$ cat src/common/gfp_cfg.svh
// Purpose: constants for the pin function and host port block
// Assumes: included by bare name
// Notes: counts are in core_clk cycles
`ifndef GFP_CFG_SVH
`define GFP_CFG_SVH
`define GFP_NPIN 5
`define GFP_NRAIL 4
`define GFP_POL_RST 6'h00
`define GFP_POL_BUS_MASK 6'h30
`define GFP_LSB_PIN 2
`define GFP_CRC_POLY 8'h07
`define GFP_DET_WIN 16'h0400
`define GFP_REG_POL 8'h00
`define GFP_REG_RAIL 8'h01
`endif

$ cat src/common/gfp_pkg.sv
// Purpose: types for the pin function and host port block
// Assumes: nothing
// Notes: rail 0 is the standby regulator, rails 1..3 the buck channels
`default_nettype none
package gfp_pkg;
	typedef enum logic [2:0]
	{
		GFP_FN_IN = 3'b000,
		GFP_FN_OUT = 3'b001,
		GFP_FN_RAIL_EN = 3'b010,
		GFP_FN_PGOOD = 3'b011,
		GFP_FN_IND = 3'b100,
		GFP_FN_CLK_IN = 3'b101,
		GFP_FN_CLK_OUT = 3'b110,
		GFP_FN_SYNC_OUT = 3'b111
	} gfp_fn_t;
	typedef enum logic [3:0]
	{
		GFP_IND_OC_F1 = 4'h0, GFP_IND_OC_F2 = 4'h1, GFP_IND_OC_F3 = 4'h2,
		GFP_IND_OC_W1 = 4'h3, GFP_IND_OC_W2 = 4'h4, GFP_IND_OC_W3 = 4'h5,
		GFP_IND_OV_F1 = 4'h6, GFP_IND_OV_F2 = 4'h7, GFP_IND_OV_F3 = 4'h8,
		GFP_IND_UV_F = 4'h9, GFP_IND_UV_W = 4'ha,
		GFP_IND_OT_F = 4'hb, GFP_IND_OT_W = 4'hc
	} gfp_ind_t;
	typedef struct packed
	{
		gfp_fn_t fn;
		logic [3:0] rail_assign;
		gfp_ind_t ind_sel;
	} gfp_pin_cfg_t;
	typedef struct packed
	{
		logic [2:0] oc_fault;
		logic [2:0] oc_warn;
		logic [2:0] ov_fault;
		logic uv_fault;
		logic uv_warn;
		logic ot_fault;
		logic ot_warn;
	} gfp_events_t;
	typedef enum logic [1:0]
	{
		GFP_CK_INT = 2'b00,
		GFP_CK_CHECK = 2'b01,
		GFP_CK_EXT = 2'b10
	} gfp_ck_t;
endpackage : gfp_pkg
`default_nettype wire

$ cat src/hw/gfp_top.sv
// Purpose: pin function mux, polarity, rail enables, host address and PEC
// Assumes: host bytes arrive already deserialised as strobes
// Notes: clock switching is a decision flag; the mux itself lives elsewhere
//
// Function
// - A pin may be set as external clock input besides plain in/out.
// - Pin function comes from OTP bits or host-written values.
// - Polarity bits zero to four invert each pin's level, input or output; bit five drives no pin.
// - In host-bus mode writes to polarity bits five and four are ignored.
// - Rail-enable pin turns its rails on while asserted; deasserting it leaves on any rail the host or another pin enables.
// - Rail assignment is one channel, standby regulator, or any mix.
// - Host commands can also enable each rail, and disable it only when no rail-enable pin asserts it.
// - Power-good pin asserts only when all its rails are in regulation.
// - Per-rail power-good is also readable as status.
// - Indicator pin signals exactly one chosen fault or warning.
// - With PEC on, a CRC-8 byte ends every transfer.
// - Seven-bit address comes from non-volatile memory.
// - Optionally address LSB comes from pin two's level.
// - External clock reaches both units or master forwards it.
// - Master with external clock is itself set for clock input.
// - Start internal; switch only when detector finds clock in window.
// - Master drives clock and sync outputs after config load.
`default_nettype none
`include "gfp_cfg.svh"
module gfp_top
(
	// Clock and reset
	input wire logic core_clk,
	input wire logic rstn,
	// Pins
	input wire logic [4:0] pin_in,
	output logic [4:0] pin_out,
	output logic [4:0] pin_oe,
	// Configuration
	input wire logic cfg_from_host,
	input wire gfp_pkg::gfp_pin_cfg_t [4:0] otp_pin_cfg,
	input wire gfp_pkg::gfp_pin_cfg_t [4:0] host_pin_cfg,
	input wire logic [5:0] otp_pol,
	input wire logic host_bus_mode,
	input wire logic is_master,
	input wire logic cfg_loaded,
	input wire logic clk_ref,
	input wire logic sync_ref,
	input wire logic [15:0] freq_error,
	input wire logic freq_meas_valid,
	// Host port bytes
	input wire logic [6:0] nvm_addr,
	input wire logic addr_lsb_from_pin,
	input wire logic pec_enable,
	input wire logic rx_start,
	input wire logic rx_stop,
	input wire logic rx_valid,
	input wire logic [7:0] rx_byte,
	// Rails and monitors
	input wire logic [3:0] rail_good,
	input wire gfp_pkg::gfp_events_t events,
	output logic [3:0] rail_enable,
	output logic [3:0] rail_good_status,
	output logic [5:0] pin_polarity_select,
	output logic use_ext_clk,
	output logic addr_ack,
	output logic host_rd,
	output logic wr_valid,
	output logic [7:0] wr_reg,
	output logic [7:0] wr_data
);
	import gfp_pkg::*;

	logic rst_a, rst_b;
	logic [4:0] pin_act, drive_act, drive_en;
	logic [3:0] pin_rail_req, host_rail_en;
	logic [6:0] my_addr;
	logic [7:0] crc, next_crc;
	logic [1:0] byte_idx;
	logic [7:0] hold_reg, hold_data;
	logic hold_ok, addressed;
	gfp_ck_t ck_state;
	gfp_pin_cfg_t [4:0] pin_rail_assign_cfg;

	// Reset released through two flops
	always_ff @(posedge core_clk or negedge rstn)
		if (!rstn)
		begin
			rst_a <= 1'b0;
			rst_b <= 1'b0;
		end
		else
		begin
			rst_a <= 1'b1;
			rst_b <= rst_a;
		end

	assign pin_rail_assign_cfg = cfg_from_host ? host_pin_cfg : otp_pin_cfg;

	// Per-pin function mux, polarity applied at the pin edge
	genvar g;
	generate
		for (g = 0; g < `GFP_NPIN; g++)
		begin : g_pin
			gfp_pin_cfg_t c;
			assign c = pin_rail_assign_cfg[g];
			assign pin_act[g] = pin_in[g] ^ pin_polarity_select[g];
			always_comb
			begin
				drive_act[g] = 1'b0;
				drive_en[g] = 1'b1;
				case (c.fn)
					GFP_FN_PGOOD: drive_act[g] =
						&(rail_good | ~c.rail_assign);
					GFP_FN_IND: drive_act[g] = events[12 - c.ind_sel];
					GFP_FN_CLK_OUT: drive_act[g] = is_master & cfg_loaded
						& clk_ref;
					GFP_FN_SYNC_OUT: drive_act[g] = is_master & cfg_loaded
						& sync_ref;
					GFP_FN_OUT: drive_act[g] = 1'b0;
					default: drive_en[g] = 1'b0;
				endcase
			end
			// Data outputs registered
			always_ff @(posedge core_clk or negedge rst_b)
				if (!rst_b)
				begin
					pin_out[g] <= 1'b0;
					pin_oe[g] <= 1'b0;
				end
				else
				begin
					pin_out[g] <= drive_act[g] ^ pin_polarity_select[g];
					pin_oe[g] <= drive_en[g] & (c.fn != GFP_FN_CLK_OUT
						&& c.fn != GFP_FN_SYNC_OUT || is_master & cfg_loaded);
				end
		end
	endgenerate

	// Rails: any rail-enable pin naming a rail, or host command
	always_comb
	begin
		pin_rail_req = 4'h0;
		for (int i = 0; i < `GFP_NPIN; i++)
			if (pin_rail_assign_cfg[i].fn == GFP_FN_RAIL_EN && pin_act[i])
				pin_rail_req = pin_rail_req
					| pin_rail_assign_cfg[i].rail_assign;
	end
	always_ff @(posedge core_clk or negedge rst_b)
		if (!rst_b)
		begin
			rail_enable <= 4'h0;
			rail_good_status <= 4'h0;
		end
		else
		begin
			rail_enable <= pin_rail_req | host_rail_en;
			rail_good_status <= rail_good;
		end

	// Clock source: waits for config load, a clock-input pin 0 or 1, and frequency window
	always_ff @(posedge core_clk or negedge rst_b)
		if (!rst_b)
			ck_state <= GFP_CK_INT;
		else
			case (ck_state)
				GFP_CK_INT: if (cfg_loaded && |{pin_rail_assign_cfg[0].fn
					== GFP_FN_CLK_IN, pin_rail_assign_cfg[1].fn == GFP_FN_CLK_IN})
					ck_state <= GFP_CK_CHECK;
				GFP_CK_CHECK: if (freq_meas_valid)
					ck_state <= (freq_error <= `GFP_DET_WIN) ? GFP_CK_EXT
						: GFP_CK_INT;
				GFP_CK_EXT: if (freq_meas_valid && freq_error > `GFP_DET_WIN)
					ck_state <= GFP_CK_INT;
				default: ck_state <= GFP_CK_INT;
			endcase
	assign use_ext_clk = (ck_state == GFP_CK_EXT);

	// Host address and PEC
	assign my_addr = addr_lsb_from_pin ? {nvm_addr[6:1],
		pin_act[`GFP_LSB_PIN]} : nvm_addr;
	always_comb
	begin
		next_crc = crc ^ rx_byte;
		for (int b = 0; b < 8; b++)
			next_crc = next_crc[7] ? ((next_crc << 1) ^ `GFP_CRC_POLY)
				: (next_crc << 1);
	end
	assign addr_ack = rx_valid && byte_idx == 2'd0
		&& rx_byte[7:1] == my_addr;

	always_ff @(posedge core_clk or negedge rst_b)
		if (!rst_b)
		begin
			byte_idx <= 2'd0;
			crc <= 8'h00;
			addressed <= 1'b0;
			host_rd <= 1'b0;
			hold_ok <= 1'b0;
			hold_reg <= 8'h00;
			hold_data <= 8'h00;
			wr_valid <= 1'b0;
			wr_reg <= 8'h00;
			wr_data <= 8'h00;
		end
		else
		begin
			wr_valid <= 1'b0;
			if (rx_start)
			begin
				byte_idx <= 2'd0;
				crc <= 8'h00;
				addressed <= 1'b0;
				hold_ok <= 1'b0;
			end
			else if (rx_valid)
			begin
				crc <= next_crc;
				if (byte_idx != 2'd3)
					byte_idx <= byte_idx + 2'd1;
				case (byte_idx)
					2'd0:
					begin
						addressed <= addr_ack;
						host_rd <= rx_byte[0];
					end
					2'd1: hold_reg <= rx_byte;
					2'd2:
					begin
						hold_data <= rx_byte;
						hold_ok <= addressed & ~host_rd;
					end
					default:
						if (pec_enable && hold_ok)
						begin
							wr_valid <= (next_crc == 8'h00);
							wr_reg <= hold_reg;
							wr_data <= hold_data;
							hold_ok <= 1'b0;
						end
				endcase
			end
			else if (rx_stop && hold_ok && !pec_enable)
			begin
				wr_valid <= 1'b1;
				wr_reg <= hold_reg;
				wr_data <= hold_data;
				hold_ok <= 1'b0;
			end
		end

	// Host-writable polarity
	always_ff @(posedge core_clk or negedge rst_b)
		if (!rst_b)
			pin_polarity_select <= `GFP_POL_RST;
		else if (!cfg_from_host)
			pin_polarity_select <= otp_pol;
		else if (wr_valid && wr_reg == `GFP_REG_POL)
			pin_polarity_select <= host_bus_mode ? ((wr_data[5:0]
				& ~`GFP_POL_BUS_MASK) | (pin_polarity_select
				& `GFP_POL_BUS_MASK)) : wr_data[5:0];

	// Rail commands stay live even when pins run from OTP config
	always_ff @(posedge core_clk or negedge rst_b)
		if (!rst_b)
			host_rail_en <= 4'h0;
		else if (wr_valid && wr_reg == `GFP_REG_RAIL)
			host_rail_en <= wr_data[3:0];
endmodule : gfp_top
`default_nettype wire

$ cat config.mk
export PLATFORM = sky130hd
export DESIGN_NAME = gfp_top
export DESIGN_NICKNAME = d
export VERILOG_FILES = /design/src/common/gfp_pkg.sv /design/src/hw/gfp_top.sv
export VERILOG_INCLUDE_DIRS = /design/src /design/src/common
export SDC_FILE = /design/constraint.sdc
export NUM_CORES = 1
export LEC_CHECK = 0
export BUFFER_PORTS_ARGS = -buffer_cell sky130_fd_sc_hd__buf_2
export CAP_MARGIN = 10
export CORE_MARGIN = 1
export CORE_UTILIZATION = 50
export CTS_CLUSTER_SIZE = 10
export DETAILED_ROUTE_END_ITERATION = 7
export PLACE_DENSITY = 0.92
export SKIP_CTS_REPAIR_TIMING = 1
export SLEW_MARGIN = 20
export SYNTH_ARGS = -nofsm -noshare
export SYNTH_HDL_FRONTEND = slang
export SYNTH_SLANG_ARGS = --single-unit
$ cat constraint.sdc
create_clock -name core_clk -period 5.6 [get_ports core_clk]
set_input_delay 0.28 -clock core_clk [delete_from_list [all_inputs] [get_ports core_clk]]
set_output_delay 0.28 -clock core_clk [all_outputs]
set_load 0.005 [all_outputs]
# Word level (Yosys, flattened, before mapping)
# Cells that the tools add are included.
# word_totals
reg_bits	78
output_inout_bits	44
rom_bits	0
n_memories	0
inputBits	183
word_cells	267
latch_bits	0
ramBits	0
# op_classes
mux	69
n_reduce_logical	55
n_eq_ne	57
order_cmp	7
shifts	0
n_div	0
multipliers	0
n_addsub	6
n_bitwise	46
# op_table
op	n
< comparator 32 x 5 -> 1 bit (second input constant)	5
2-to-1 mux 8 bit	10
2-to-1 mux 55 bit	1
== test 3 bit (second input constant)	17
bitwise OR 4 bit	10
inequality test 3 bit (second input constant)	11
== test 3 x 2 -> 1 bit (second input constant)	10
OR reduction 5 bit	5
subtractor 4 x 4 -> 5 bit (first input constant)	5
2-to-1 mux 3 bit	8
NOT 3 bit	8
AND reduction 4 bit	6
2-to-1 mux 1 bit	23
binary-select mux 1 bit (select 4 bit)	5
2-to-1 mux 4 bit	5
NOT 4 bit	5
one-hot mux 1 bit (4 select lines)	5
logical AND 1 bit	19
2-to-1 mux 6 bit	3
greater-than comparator 16 x 11 -> 1 bit (second input constant)	1
less-or-equal comparator 16 x 11 -> 1 bit (second input constant)	1
logical NOT 8 bit	2
== test 3 x 1 -> 1 bit (second input constant)	5
AND reduction 3 bit	5
other kinds (24)	65

# Logic depth before layout (Yosys ltp)
# Gate-level depths: netlist (run 1).
# logic_depth
depth_word	22
mapped_depth	14
mapped_depth_nobuf	9

# Least setup slack after synthesis (run 1)
# No wires, ideal clock.
# synth_timing
kind	input-to-reg
startpoint	input port cfg_from_host
endpoint	register pin_out[2]
arrival_time_ns	2.979
n_path_buf	6
setup_ns	0.080
cell_stages	14
path_slack_ns	2.541
cell_sequence	buf_6 buf_4 buf_2 buf_2 buf_2 mux2i_1 ha_1 buf_1 mux2_2 nand2_1 a21oi_1 o211a_1 a311oi_1 xnor2_1
# synth_between
elab_chain_cells	6
elab_cells_between_ends	13
# synth_rtl
element	line	source
from (decl)	gfp_top.sv:35	input wire logic cfg_from_host,
2-to-1 mux 55 bit *	gfp_top.sv:93	assign pin_rail_assign_cfg = cfg_from_host ? host_pin_cfg : otp_pin_cfg;
subtractor 4 x 4 -> 5 bit or NOT 4 bit (tied branches)	gfp_top.sv:110, gfp_top.sv:109	
binary-select mux 1 bit (select 4 bit) or bitwise OR 4 bit (tied branches)	gfp_top.sv:110, gfp_top.sv:109	
2-to-1 mux 1 bit (not written as such) or AND reduction 4 bit (tied branches)	gfp_top.sv:110, gfp_top.sv:109	
one-hot mux 1 bit (4 select lines) *	gfp_top.sv:107	case (c.fn)
bitwise XOR 1 bit *	gfp_top.sv:128	pin_out[g] <= drive_act[g] ^ pin_polarity_select[g];
to (signal, indexed assignment)	gfp_top.sv:128	
to (decl)	gfp_top.sv:32	output logic [4:0] pin_out,
# Mark *: on every way between the ends. The rest lies on a longest branch, timed or not. The select of a mux whose other input is x is not followed.
# A chain may end at the register's enable or synchronous reset.

# Worst setup path in the final report (run 1)
# layout_timing
startpoint	input port cfg_from_host
endpoint	register pin_out[0]
# The elaborated chain is that of the path after synthesis.

==> flow_metrics.env, run 1 <==
export IMPL_run_status="finished clean"
export IMPL_fmaxAchievable_ghz=0.3240
export IMPL_synth_simple_gate_area_share_pct=13.57
export IMPL_final_cells=941
export IMPL_yosys_warnings=0
export IMPL_cts_sinks=78
export IMPL_drc=0
export IMPL_worstPathRequired_ns=5.85
export IMPL_gp_congestion=0.9423
export IMPL_pre_cts_slack_ns=2.169
export IMPL_synthMuxAreaShare_pct=25.80
export IMPL_routedWlPerCell_um=19.05
export IMPL_critical_path_top_delay_family="buffers and inverters"
export IMPL_grt_max_degree=77
export IMPL_synth_compound_area_share_pct=12.62
export IMPL_peakVddDrop_mv=0.3294
export IMPL_start_util_pct=52.33
export IMPL_synth_seq_cells=78
export IMPL_vias=5578
export IMPL_antenna_found_initial=2
export IMPL_drv_slew=0
export IMPL_synthAdderAreaFrac_pct=2.385
export IMPL_power_leakage_nw=3.606
export IMPL_period_needed_ns=3.087
export IMPL_max_slew_margin_pct=33.80
export IMPL_cp_max_fo=49
export IMPL_root_buffer="clkbuf_16"
export IMPL_ctsHtreeMaxLevel=3
export IMPL_synth_xor_area_share_pct=9.170
export IMPL_startpoint="cfg_from_host"
export IMPL_path_cells="buf_4, buf_4, mux2i_1, ha_1, xnor2_1, mux4_2, or2_0, a211oi_1, xnor2_1"
export IMPL_synth_ff_type="dfrtp_1"
export IMPL_n_fill_cell=902
export IMPL_r2r_end="wr_valid"
export IMPL_slowest_stage="buf_4"
export IMPL_cts_made_buffers=9
export IMPL_dp_cells=923
export IMPL_ys_types=68
export IMPL_tightest_slew_ns=0.9930
export IMPL_synth_top_family_by_area="multiplexers"
export IMPL_rsz0062_at_grt="no"
export IMPL_reg2reg_slack_ns=3.42
export IMPL_hold_start="rail_good[0]"
export IMPL_synth_edf_count=0
export IMPL_critPathBufInv=2
export IMPL_finalHoldViolCount=0
export IMPL_vias_per_cell=5.928
export IMPL_finalWorstSetupSlack_ns=2.513
export IMPL_area_growth_pct=26.60
export IMPL_grt_remaining_overflow=0
export IMPL_tritoncts="yes"
export IMPL_synth_area_per_cell_um2=10.11
export IMPL_clockBufferDepth=2
export IMPL_dr_first_iter_drc_count=351
export IMPL_syn_instance_count=571
export IMPL_dieArea_um2=11980
export IMPL_io_buffers=226
export IMPL_drive_gt1_share_pct=38.25
export IMPL_maxCapViolCount=0
export IMPL_worstSetupEndpointType="register"
export IMPL_wirelength_mm=17.92
export IMPL_setup_viol=0
export IMPL_regArea_um2=1956
export IMPL_syn_nets=765
export IMPL_gr_usage_all_layers_pct=29.77
export IMPL_core_um2=11030
export IMPL_postSynth_asyncResetShare_pct=100.0
export IMPL_die_x_um=109.4
export IMPL_io_pins=227
export IMPL_cts_clk_slew_worst_paths_ns=0.06
export IMPL_startpoint_type="input pin"
export IMPL_first_pass_iters=5
export IMPL_die_h_um=109.4
export IMPL_finClkSkew_ns=0.008958
export IMPL_fin_setup_tns_ns=0
export IMPL_rr_worst_depth=7
export IMPL_hpwl_mm=14.22
export IMPL_placementRows=38
export IMPL_power_mw=1.974
export IMPL_netlist_area_um2=5772
export IMPL_worstHoldPathType="input pin to register"
export IMPL_multi_input_area_um2=3671
export IMPL_power_per_cell_area_nw_per_um2=270.1
export IMPL_fin_nets=989
export IMPL_grt_pass1_wl_mm=26.69
export IMPL_r2r_start="crc[6]"
export IMPL_yosysSeqAreaShare_pct=33.82
export IMPL_worstPathArrival_ns=3.34
export IMPL_max_stage_delay_ns=0.58
export IMPL_min_path_cells=1
export IMPL_finalCritPeriodShare_pct=55.12
export IMPL_ant_nets=0
export IMPL_insertion_delay_ns=0.33
export IMPL_path_class="input pin to register"
export IMPL_worstHoldEndpoint="rail_good_status[0]"
export IMPL_grt_pass1_vias=5492
## routing by layer
metal | vias to the layer above | part of all wire [%] | track usage (%)
met5 | - | 0.073 | 0
met4 | 2 | 4.9 | 17.05
met3 | 73 | 9.6 | 9.069
met2 | 295 | 47 | 49.82
met1 | 2637 | 38 | 33.67
li1 | 2571 | - | -
## worst max-delay path by stage
stage	end	slack, ns	cells after the start
5_1_grt	pin_out[0]	2.34	9
3_3_place_gp	pin_out[0]	2.37	9
4_1_cts	pin_out[0]	2.52	9
6_report	pin_out[0]	2.51	9
3_5_place_dp	pin_out[0]	2.17	9
2_1_floorplan	pin_out[2]	2.54	14
## power breakdown
part           leakage [nW]  switching, mW  internal [mW]
sequential            0.995         0.0713          0.655
combinational          2.48          0.341          0.332
clock                 0.136          0.228          0.346
## worst reg2reg max path, delay by kind of cell (launching register included)
family / cells / cell delay (ns)
AND/OR/NAND/NOR: 1 / 0.08
flip-flops: 1 / 0.40
XOR/XNOR: 3 / 0.86
AO/OA/AOI/OAI: 2 / 0.59
adder cells (fa/ha/maj): 1 / 0.19
## synth_stat cells (all sizes together), types with 4 or more instances
cell | n | area (um2)
a211oi | 10 | 75.07
a21boi | 4 | 30.03
a21oi | 22 | 110.1
a311oi | 4 | 41.29
and2 | 4 | 25.02
and3 | 4 | 25.02
buf | 11 | 77.56
clkbuf | 5 | 18.77
dfrtp | 78 | 1952
ha | 11 | 137.6
inv | 14 | 52.55
mux2 | 51 | 578.1
mux2i | 80 | 820.8
mux4 | 4 | 90.09
nand2 | 34 | 127.6
nand2b | 11 | 68.82
nand3 | 12 | 60.06
nor2 | 38 | 142.6
nor2b | 13 | 81.33
nor3 | 5 | 25.02
nor4 | 7 | 43.79
o211ai | 5 | 37.54
o21ai | 19 | 95.09
o22ai | 9 | 56.30
or4 | 7 | 52.55
xnor2 | 31 | 279.0
xor2 | 26 | 227.7
## cell families (layout without fill, tap and decap cells)
group | after synthesis | count (layout)
adder cells (fa/ha/maj) | 11 | 11
flip-flops | 78 | 78
AND/OR/NAND/NOR | 152 | 152
multiplexers | 135 | 135
AO/OA/AOI/OAI | 106 | 106
buffers and inverters | 30 | 259
other | 1 | 2
XOR/XNOR | 58 | 58
## stage by stage
stage | util (%) | hold slack [ns] | instance area [um2]
after floorplan | - | -0.01559 | 5772
after global placement | 63.49 | 0.06648 | 7003
after detailed placement | 63.49 | 0.06618 | 7003
after CTS | 66.13 | -0.2897 | 7295
after global routing | 66.24 | 0.1171 | 7307
final | 66.24 | 0.1243 | 7307
## final cells by class
class | instances | share of cell area [%]
clock buffer | 11 | 3.185
multi-input combinational | 463 | 50.24
antenna | 1 | 0.03425
inverter | 14 | 0.7192
tap | 140 | 2.397
timing repair buffer | 229 | 15.86
sequential | 78 | 26.76
clock inverter | 5 | 0.8048
## cells in the final DEF (no fill, tap or decap), types with 4 or more instances in the layout
| master | instances |
|---|---|
| a21oi_1 | 22 |
| nand2_1 | 34 |
| o211ai_1 | 5 |
| mux4_2 | 4 |
| nor4_1 | 7 |
| and3_1 | 4 |
| buf_2 | 225 |
| or4_1 | 7 |
| a21boi_0 | 4 |
| and2_1 | 4 |
| dfrtp_1 | 77 |
| xnor2_1 | 30 |
| xor2_1 | 26 |
| nor2_1 | 38 |
| nor2b_1 | 13 |
| mux2i_1 | 77 |
| nor3_1 | 5 |
| nand2b_1 | 11 |
| o21ai_0 | 18 |
| a211oi_1 | 10 |
| o22ai_1 | 9 |
| ha_1 | 11 |
| inv_1 | 14 |
| nand3_1 | 12 |
| clkbuf_16 | 9 |
| mux2_2 | 50 |
Power figures use the tool's default switching activity.
==> inputs of run 2 (changes only) <==
--- a/config.mk
+++ b/config.mk
@@ -6,13 +6,14 @@
 export SDC_FILE = /design/constraint.sdc
 export NUM_CORES = 1
 export LEC_CHECK = 0
+export ABC_AREA = 1
 export BUFFER_PORTS_ARGS = -buffer_cell sky130_fd_sc_hd__buf_2
 export CAP_MARGIN = 10
 export CORE_MARGIN = 1
 export CORE_UTILIZATION = 50
 export CTS_CLUSTER_SIZE = 10
 export DETAILED_ROUTE_END_ITERATION = 7
-export PLACE_DENSITY = 0.92
+export PLACE_DENSITY = 0.91
 export SKIP_CTS_REPAIR_TIMING = 1
 export SLEW_MARGIN = 20
 export SYNTH_ARGS = -nofsm -noshare
==> constraint.sdc (replaced) <==
create_clock -name core_clk -period 3.15 [get_ports core_clk]
set_input_delay 0.1575 -clock core_clk [delete_from_list [all_inputs] [get_ports core_clk]]
set_output_delay 0.1575 -clock core_clk [all_outputs]
set_load 0.005 [all_outputs]
==> flow_metrics.env, run 2 <==
export IMPL_first_pass_iters=6
export IMPL_insertion_delay_ns=0.34
export IMPL_fin_nets=1405
export IMPL_final_cell_mix="nand2_1, buf_2, inv_1, nand3_1, dfrtp_1"
export IMPL_placementRows=40
export IMPL_area_growth_pct=24.91
export IMPL_power_per_cell_area_nw_per_um2=506.0
export IMPL_regArea_um2=1956
export IMPL_finalHoldViolCount=0
export IMPL_start_util_pct=51.63
export IMPL_final_core_util_pct=64.49
export IMPL_multi_input_area_um2=3575
export IMPL_fin_setup_tns_ns=0
export IMPL_synth_compound_area_share_pct=11.67
export IMPL_n_fill_cell=1084
export IMPL_grt_pass1_wl_mm=30.77
export IMPL_cts_clk_slew_worst_paths_ns=0.06
export IMPL_vias_per_cell=5.265
export IMPL_holdWs_ns=0.03951
export IMPL_ctsHtreeMaxLevel=3
export IMPL_antennaDiodeCount=0
export IMPL_finalWorstSetupSlack_ns=0.8972
export IMPL_synth_top_family_by_area="simple AND/OR/NAND/NOR gates"
export IMPL_cts_sinks=78
export IMPL_postSynth_asyncResetShare_pct=100.0
export IMPL_die_h_um=113.6
export IMPL_setup_viol=0
export IMPL_max_slew_margin_pct=33.92
export IMPL_tightest_slew_ns=0.9913
export IMPL_drc=0
export IMPL_dr_first_iter_drc_count=556
export IMPL_syn_nets=1178
export IMPL_drive_gt1_share_pct=23.68
export IMPL_synth_xor_area_share_pct=1.125
export IMPL_critical_path_top_delay_family="simple AND/OR/NAND/NOR gates"
export IMPL_ant_nets=0
export IMPL_path_class="register to output pin"
export IMPL_yosys_warnings=0
export IMPL_root_buffer="clkbuf_16"
export IMPL_grt_remaining_overflow=0
export IMPL_slowest_stage="dfrtp_1"
export IMPL_netlist_area_um2=6227
export IMPL_synth_seq_cells=78
export IMPL_tritoncts="yes"
export IMPL_pre_cts_slack_ns=0.7466
export IMPL_finalCritPeriodShare_pct=71.52
export IMPL_ys_types=45
export IMPL_path_cells="xnor2_1, inv_1, nand2_1, o21ai_0, or2_2, nand3_1, inv_1, buf_2"
export IMPL_cts_made_buffers=9
export IMPL_drv_slew=0
export IMPL_synth_edf_count=0
export IMPL_cp_common_cell="inv_1"
export IMPL_io_pins=227
export IMPL_gr_usage_all_layers_pct=30.47
export IMPL_dieArea_um2=12910
export IMPL_max_stage_delay_ns=0.43
export IMPL_antenna_found_initial=0
export IMPL_startpoint_type="register"
export IMPL_peakVddDrop_mv=0.3608
export IMPL_synthAdderAreaFrac_pct=2.210
export IMPL_synthMuxAreaShare_pct=1.949
export IMPL_io_buffers=226
export IMPL_core_um2=12060
export IMPL_worstPathRequired_ns=2.99
export IMPL_fmaxAchievable_ghz=0.4439
export IMPL_synth_top_cell_by_area="dfrtp_1"
export IMPL_grt_max_degree=77
export IMPL_worstPathArrival_ns=2.10
export IMPL_syn_instance_count=984
export IMPL_synth_area_per_cell_um2=6.328
export IMPL_placedInstanceArea_um2=7440
export IMPL_stdcell_area_um2=7779
export IMPL_final_common_cell="nand2_1"
export IMPL_yosysMostFrequentCell="nand2_1"
export IMPL_period_needed_ns=2.253
export IMPL_die_x_um=113.6
export IMPL_worstHoldPathType="input pin to register"
export IMPL_critPathBufInv=3
export IMPL_synth_area_leaders="dfrtp_1, nand2_1, nand3_1"
export IMPL_clockBufferDepth=2
export IMPL_power_leakage_nw=4.512
export IMPL_routedWlPerCell_um=14.16
export IMPL_synth_top_area_share_pct=31.34
export IMPL_finClkSkew_ns=0.007029
export IMPL_hpwl_mm=15.26
export IMPL_maxCapViolCount=0
export IMPL_run_status="finished clean"
export IMPL_synth_common_cells="nand2_1, inv_1, nand3_1"
export IMPL_rsz0062_at_grt="no"
export IMPL_cp_max_fo=4
export IMPL_vias=7287
export IMPL_synth_simple_gate_area_share_pct=40.39
export IMPL_synth_ff_type="dfrtp_1"
export IMPL_gp_congestion=0.9845
export IMPL_worstSetupEndpointType="output pin"
export IMPL_grt_pass1_vias=6748
export IMPL_yosysSeqAreaShare_pct=31.34
export IMPL_wirelength_mm=19.60
[run 2: cell types whose count changed after synthesis, sizes merged, moves of 25 or more]
cell	delta
o21ai	+67
xor2	-25
nand2	+350
nand3	+100
inv	+130
mux2i	-77
mux2	-44
[run 2: routing by layer]
layer  part of all wire [%]  track usage [%]  wire [um]
met1                     40            36.03       7854
met2                     48            53.01       9398
met5                      0                0          0
met4                    4.0            14.82        783
met3                    8.0            5.951       1565
[run 2: power by group]
part	switching, mW	total [mW]	internal [mW]	leakage [nW]
Clock	0.466	1.02	0.553	0.143
Sequential	0.221	1.53	1.31	0.971
Combinational	0.815	1.39	0.576	3.40
[run 2: through the flow]
step / cells / power (mW)
6_report: 1384 / 3.936
4_1_cts: 1379 / 3.918
5_1_grt: 1384 / 4.207
2_1_floorplan: 984 / 2.336
3_5_place_dp: 1363 / 2.887
3_3_place_gp: 1363 / 2.827
[run 2: worst paths after layout]
kind	from	endpoint	slack [ns]	cells past startpoint
max	pin_polarity_select[2]	addr_ack	0.90	8
min	otp_pol[4]	pin_polarity_select[4]	0.04	3
max reg2reg	byte_idx[0]	hold_ok	1.36	8
min reg2reg	rst_a	rst_b	0.35	0
max in group asynchronous	rst_b	pin_polarity_select[4]	2.01	0
min in group asynchronous	rstn	rst_b	0.13	2
[run 2: cell families after synthesis]
logic type	Yosys count
compound gates	123
fa+ha+maj	11
buf+inv	162
mux	10
xor+xnor	8
simple gates	591
other cells	1
flops	78
[run 2: area by class of cell]
class	count	area share [%]
clock buffer	9	2.895
clock inverter	7	0.8203
inverter	144	7.013
multi-input combinational	744	45.95
sequential	78	25.14
tap	168	2.702
timing repair buffer	234	15.47
[run 2: tightest hold or removal path, cell delays in order]
cell     delay (ns)
buf_2          0.07
nand2_1        0.04
nand3_1        0.07
==> inputs of run 3 (changes only) <==
--- a/config.mk
+++ b/config.mk
@@ -6,14 +6,14 @@
 export SDC_FILE = /design/constraint.sdc
 export NUM_CORES = 1
 export LEC_CHECK = 0
-export ABC_AREA = 1
+export ABC_AREA = 0
 export BUFFER_PORTS_ARGS = -buffer_cell sky130_fd_sc_hd__buf_2
 export CAP_MARGIN = 10
 export CORE_MARGIN = 1
 export CORE_UTILIZATION = 50
 export CTS_CLUSTER_SIZE = 10
 export DETAILED_ROUTE_END_ITERATION = 7
-export PLACE_DENSITY = 0.91
+export PLACE_DENSITY = 0.92
 export SKIP_CTS_REPAIR_TIMING = 1
 export SLEW_MARGIN = 20
 export SYNTH_ARGS = -nofsm -noshare
==> constraint.sdc (replaced) <==
create_clock -name core_clk -period 2.3 [get_ports core_clk]
set_input_delay 0.115 -clock core_clk [delete_from_list [all_inputs] [get_ports core_clk]]
set_output_delay 0.115 -clock core_clk [all_outputs]
set_load 0.005 [all_outputs]
==> flow_metrics.env, run 3 (same netlist as run 1, synthesis figures left out) <==
export IMPL_io_pins=227
export IMPL_cp_max_fo=4
export IMPL_path_class="register to register"
export IMPL_io_buffers=226
export IMPL_power_mw=4.922
export IMPL_root_buffer="clkbuf_16"
export IMPL_wirelength_mm=18.82
export IMPL_vias=5777
export IMPL_rr_worst_depth=5
export IMPL_dieArea_um2=11980
export IMPL_vias_per_cell=5.968
export IMPL_ctsHtreeMaxLevel=3
export IMPL_final_core_util_pct=68.84
export IMPL_fin_nets=1016
export IMPL_die_h_um=109.4
export IMPL_cts_made_buffers=9
export IMPL_hpwl_mm=15.33
export IMPL_first_pass_iters=5
export IMPL_antenna_found_initial=1
export IMPL_fmaxAchievable_ghz=0.4797
export IMPL_period_needed_ns=2.085
export IMPL_fin_setup_tns_ns=0
export IMPL_rsz0062_at_grt="no"
export IMPL_tightest_slew_ns=0.6324
export IMPL_power_per_cell_area_nw_per_um2=648.2
export IMPL_routedWlPerCell_um=19.45
export IMPL_drv_slew=0
export IMPL_core_um2=11030
export IMPL_die_x_um=109.4
export IMPL_ant_nets=0
export IMPL_setup_viol=0
export IMPL_start_util_pct=52.33
export IMPL_slowest_stage="nor4b_1"
export IMPL_grt_pass1_vias=5700
export IMPL_finalCritPeriodShare_pct=90.64
export IMPL_finClkSkew_ns=0.008372
export IMPL_dr_first_iter_drc_count=425
export IMPL_maxCapViolCount=0
export IMPL_placementRows=38
export IMPL_worstSetupEndpointType="register"
export IMPL_area_growth_pct=31.56
export IMPL_worstPathArrival_ns=2.29
export IMPL_pre_cts_slack_ns=-0.005477
export IMPL_run_status="finished clean"
export IMPL_insertion_delay_ns=0.33
export IMPL_peakVddDrop_mv=0.6517
export IMPL_n_fill_cell=849
export IMPL_grt_max_degree=42
export IMPL_startpoint_type="register"
export IMPL_final_common_cell="buf_2"
export IMPL_path_cells="nor4b_1, nand2_1, nor2_1, mux2i_1, a21oi_1"
export IMPL_finalHoldViolCount=0
export IMPL_worstPathRequired_ns=2.51
export IMPL_finalWorstSetupSlack_ns=0.2152
export IMPL_power_leakage_nw=3.763
export IMPL_cts_clk_slew_worst_paths_ns=0.06
export IMPL_max_slew_margin_pct=57.25
export IMPL_drc=0
export IMPL_final_cell_mix="buf_2, mux2i_1, dfrtp_1, mux2_2, nor2_1"
export IMPL_grt_remaining_overflow=0
export IMPL_clockBufferDepth=2
export IMPL_min_path_cells=3
export IMPL_max_stage_delay_ns=0.60
export IMPL_gp_congestion=1.027
export IMPL_cts_sinks=78
export IMPL_drive_gt1_share_pct=40.51
export IMPL_gr_usage_all_layers_pct=32.75
export IMPL_grt_pass1_wl_mm=29.15
export IMPL_worstHoldPathType="input pin to register"
export IMPL_tritoncts="yes"
run 3: cell count changes in the layout (fill, tap and decap cells not counted), sizes merged, moves of 25 or more:
cell / delta
mux2: +44
mux2i: +77
nand2: -350
nand3: -100
o21ai: -67
xor2: +25
inv: -134
run 3: metrics by stage:
step,hold WS (ns),std cells,cell area [um2]
after floorplan,-0.1806,571,5871
after global placement,-0.09827,946,7254
after detailed placement,-0.09542,946,7254
after CTS,-0.4534,962,7541
after global routing,0.02491,967,7591
final,0.02538,968,7594
run 3: critical path: cells and delay by family (launching register included):
family             cells  cell delay [ns]
and+or+nand+nor        3             1.23
DFF                    1             0.40
muxes                  1             0.24
AOI/OAI and AO/OA      1             0.09
run 3: path summary, 6_finish.rpt:
kind	start	end	slack [ns]
worst max-delay path	wr_reg[7]	pin_polarity_select[1]	0.22
worst min-delay path	otp_pol[5]	pin_polarity_select[5]	0.03
worst max register to register	wr_reg[7]	pin_polarity_select[1]	0.22
worst min register to register	rst_b	pin_polarity_select[4]	0.32
max in group asynchronous	rst_b	crc[5]	1.37
min in group asynchronous	rstn	rst_b	0.09
run 3: final cells by class:
cell class / count / area [um2] / area share, %
inverters: 14 / 52.55 / 0.6920
flip-flops and latches: 78 / 1956 / 25.75
well taps: 140 / 175.2 / 2.307
clock inverters: 4 / 30.03 / 0.3955
multi-input cells: 463 / 3712 / 48.89
repair buffers: 256 / 1409 / 18.55
diodes: 1 / 2.502 / 0.03295
clock buffers: 12 / 256.5 / 3.378
run 3: routing by layer:
metal / part of all wire [%] / vias up / global-route usage, % / routed length, um
met3: 9.7 / 69 / 9.366 / 1819
li1: - / 2619 / - / -
met1: 38 / 2734 / 39.25 / 7162
met4: 4.0 / 0 / 15.05 / 745
met5: 0 / - / 0 / 0
met2: 48 / 355 / 54.45 / 9096
run 3: report_power, final:
group	switching, mW	total, mW	internal (mW)
clock	0.568	1.36	0.794
combinational	0.905	1.80	0.893
sequential	0.165	1.76	1.60
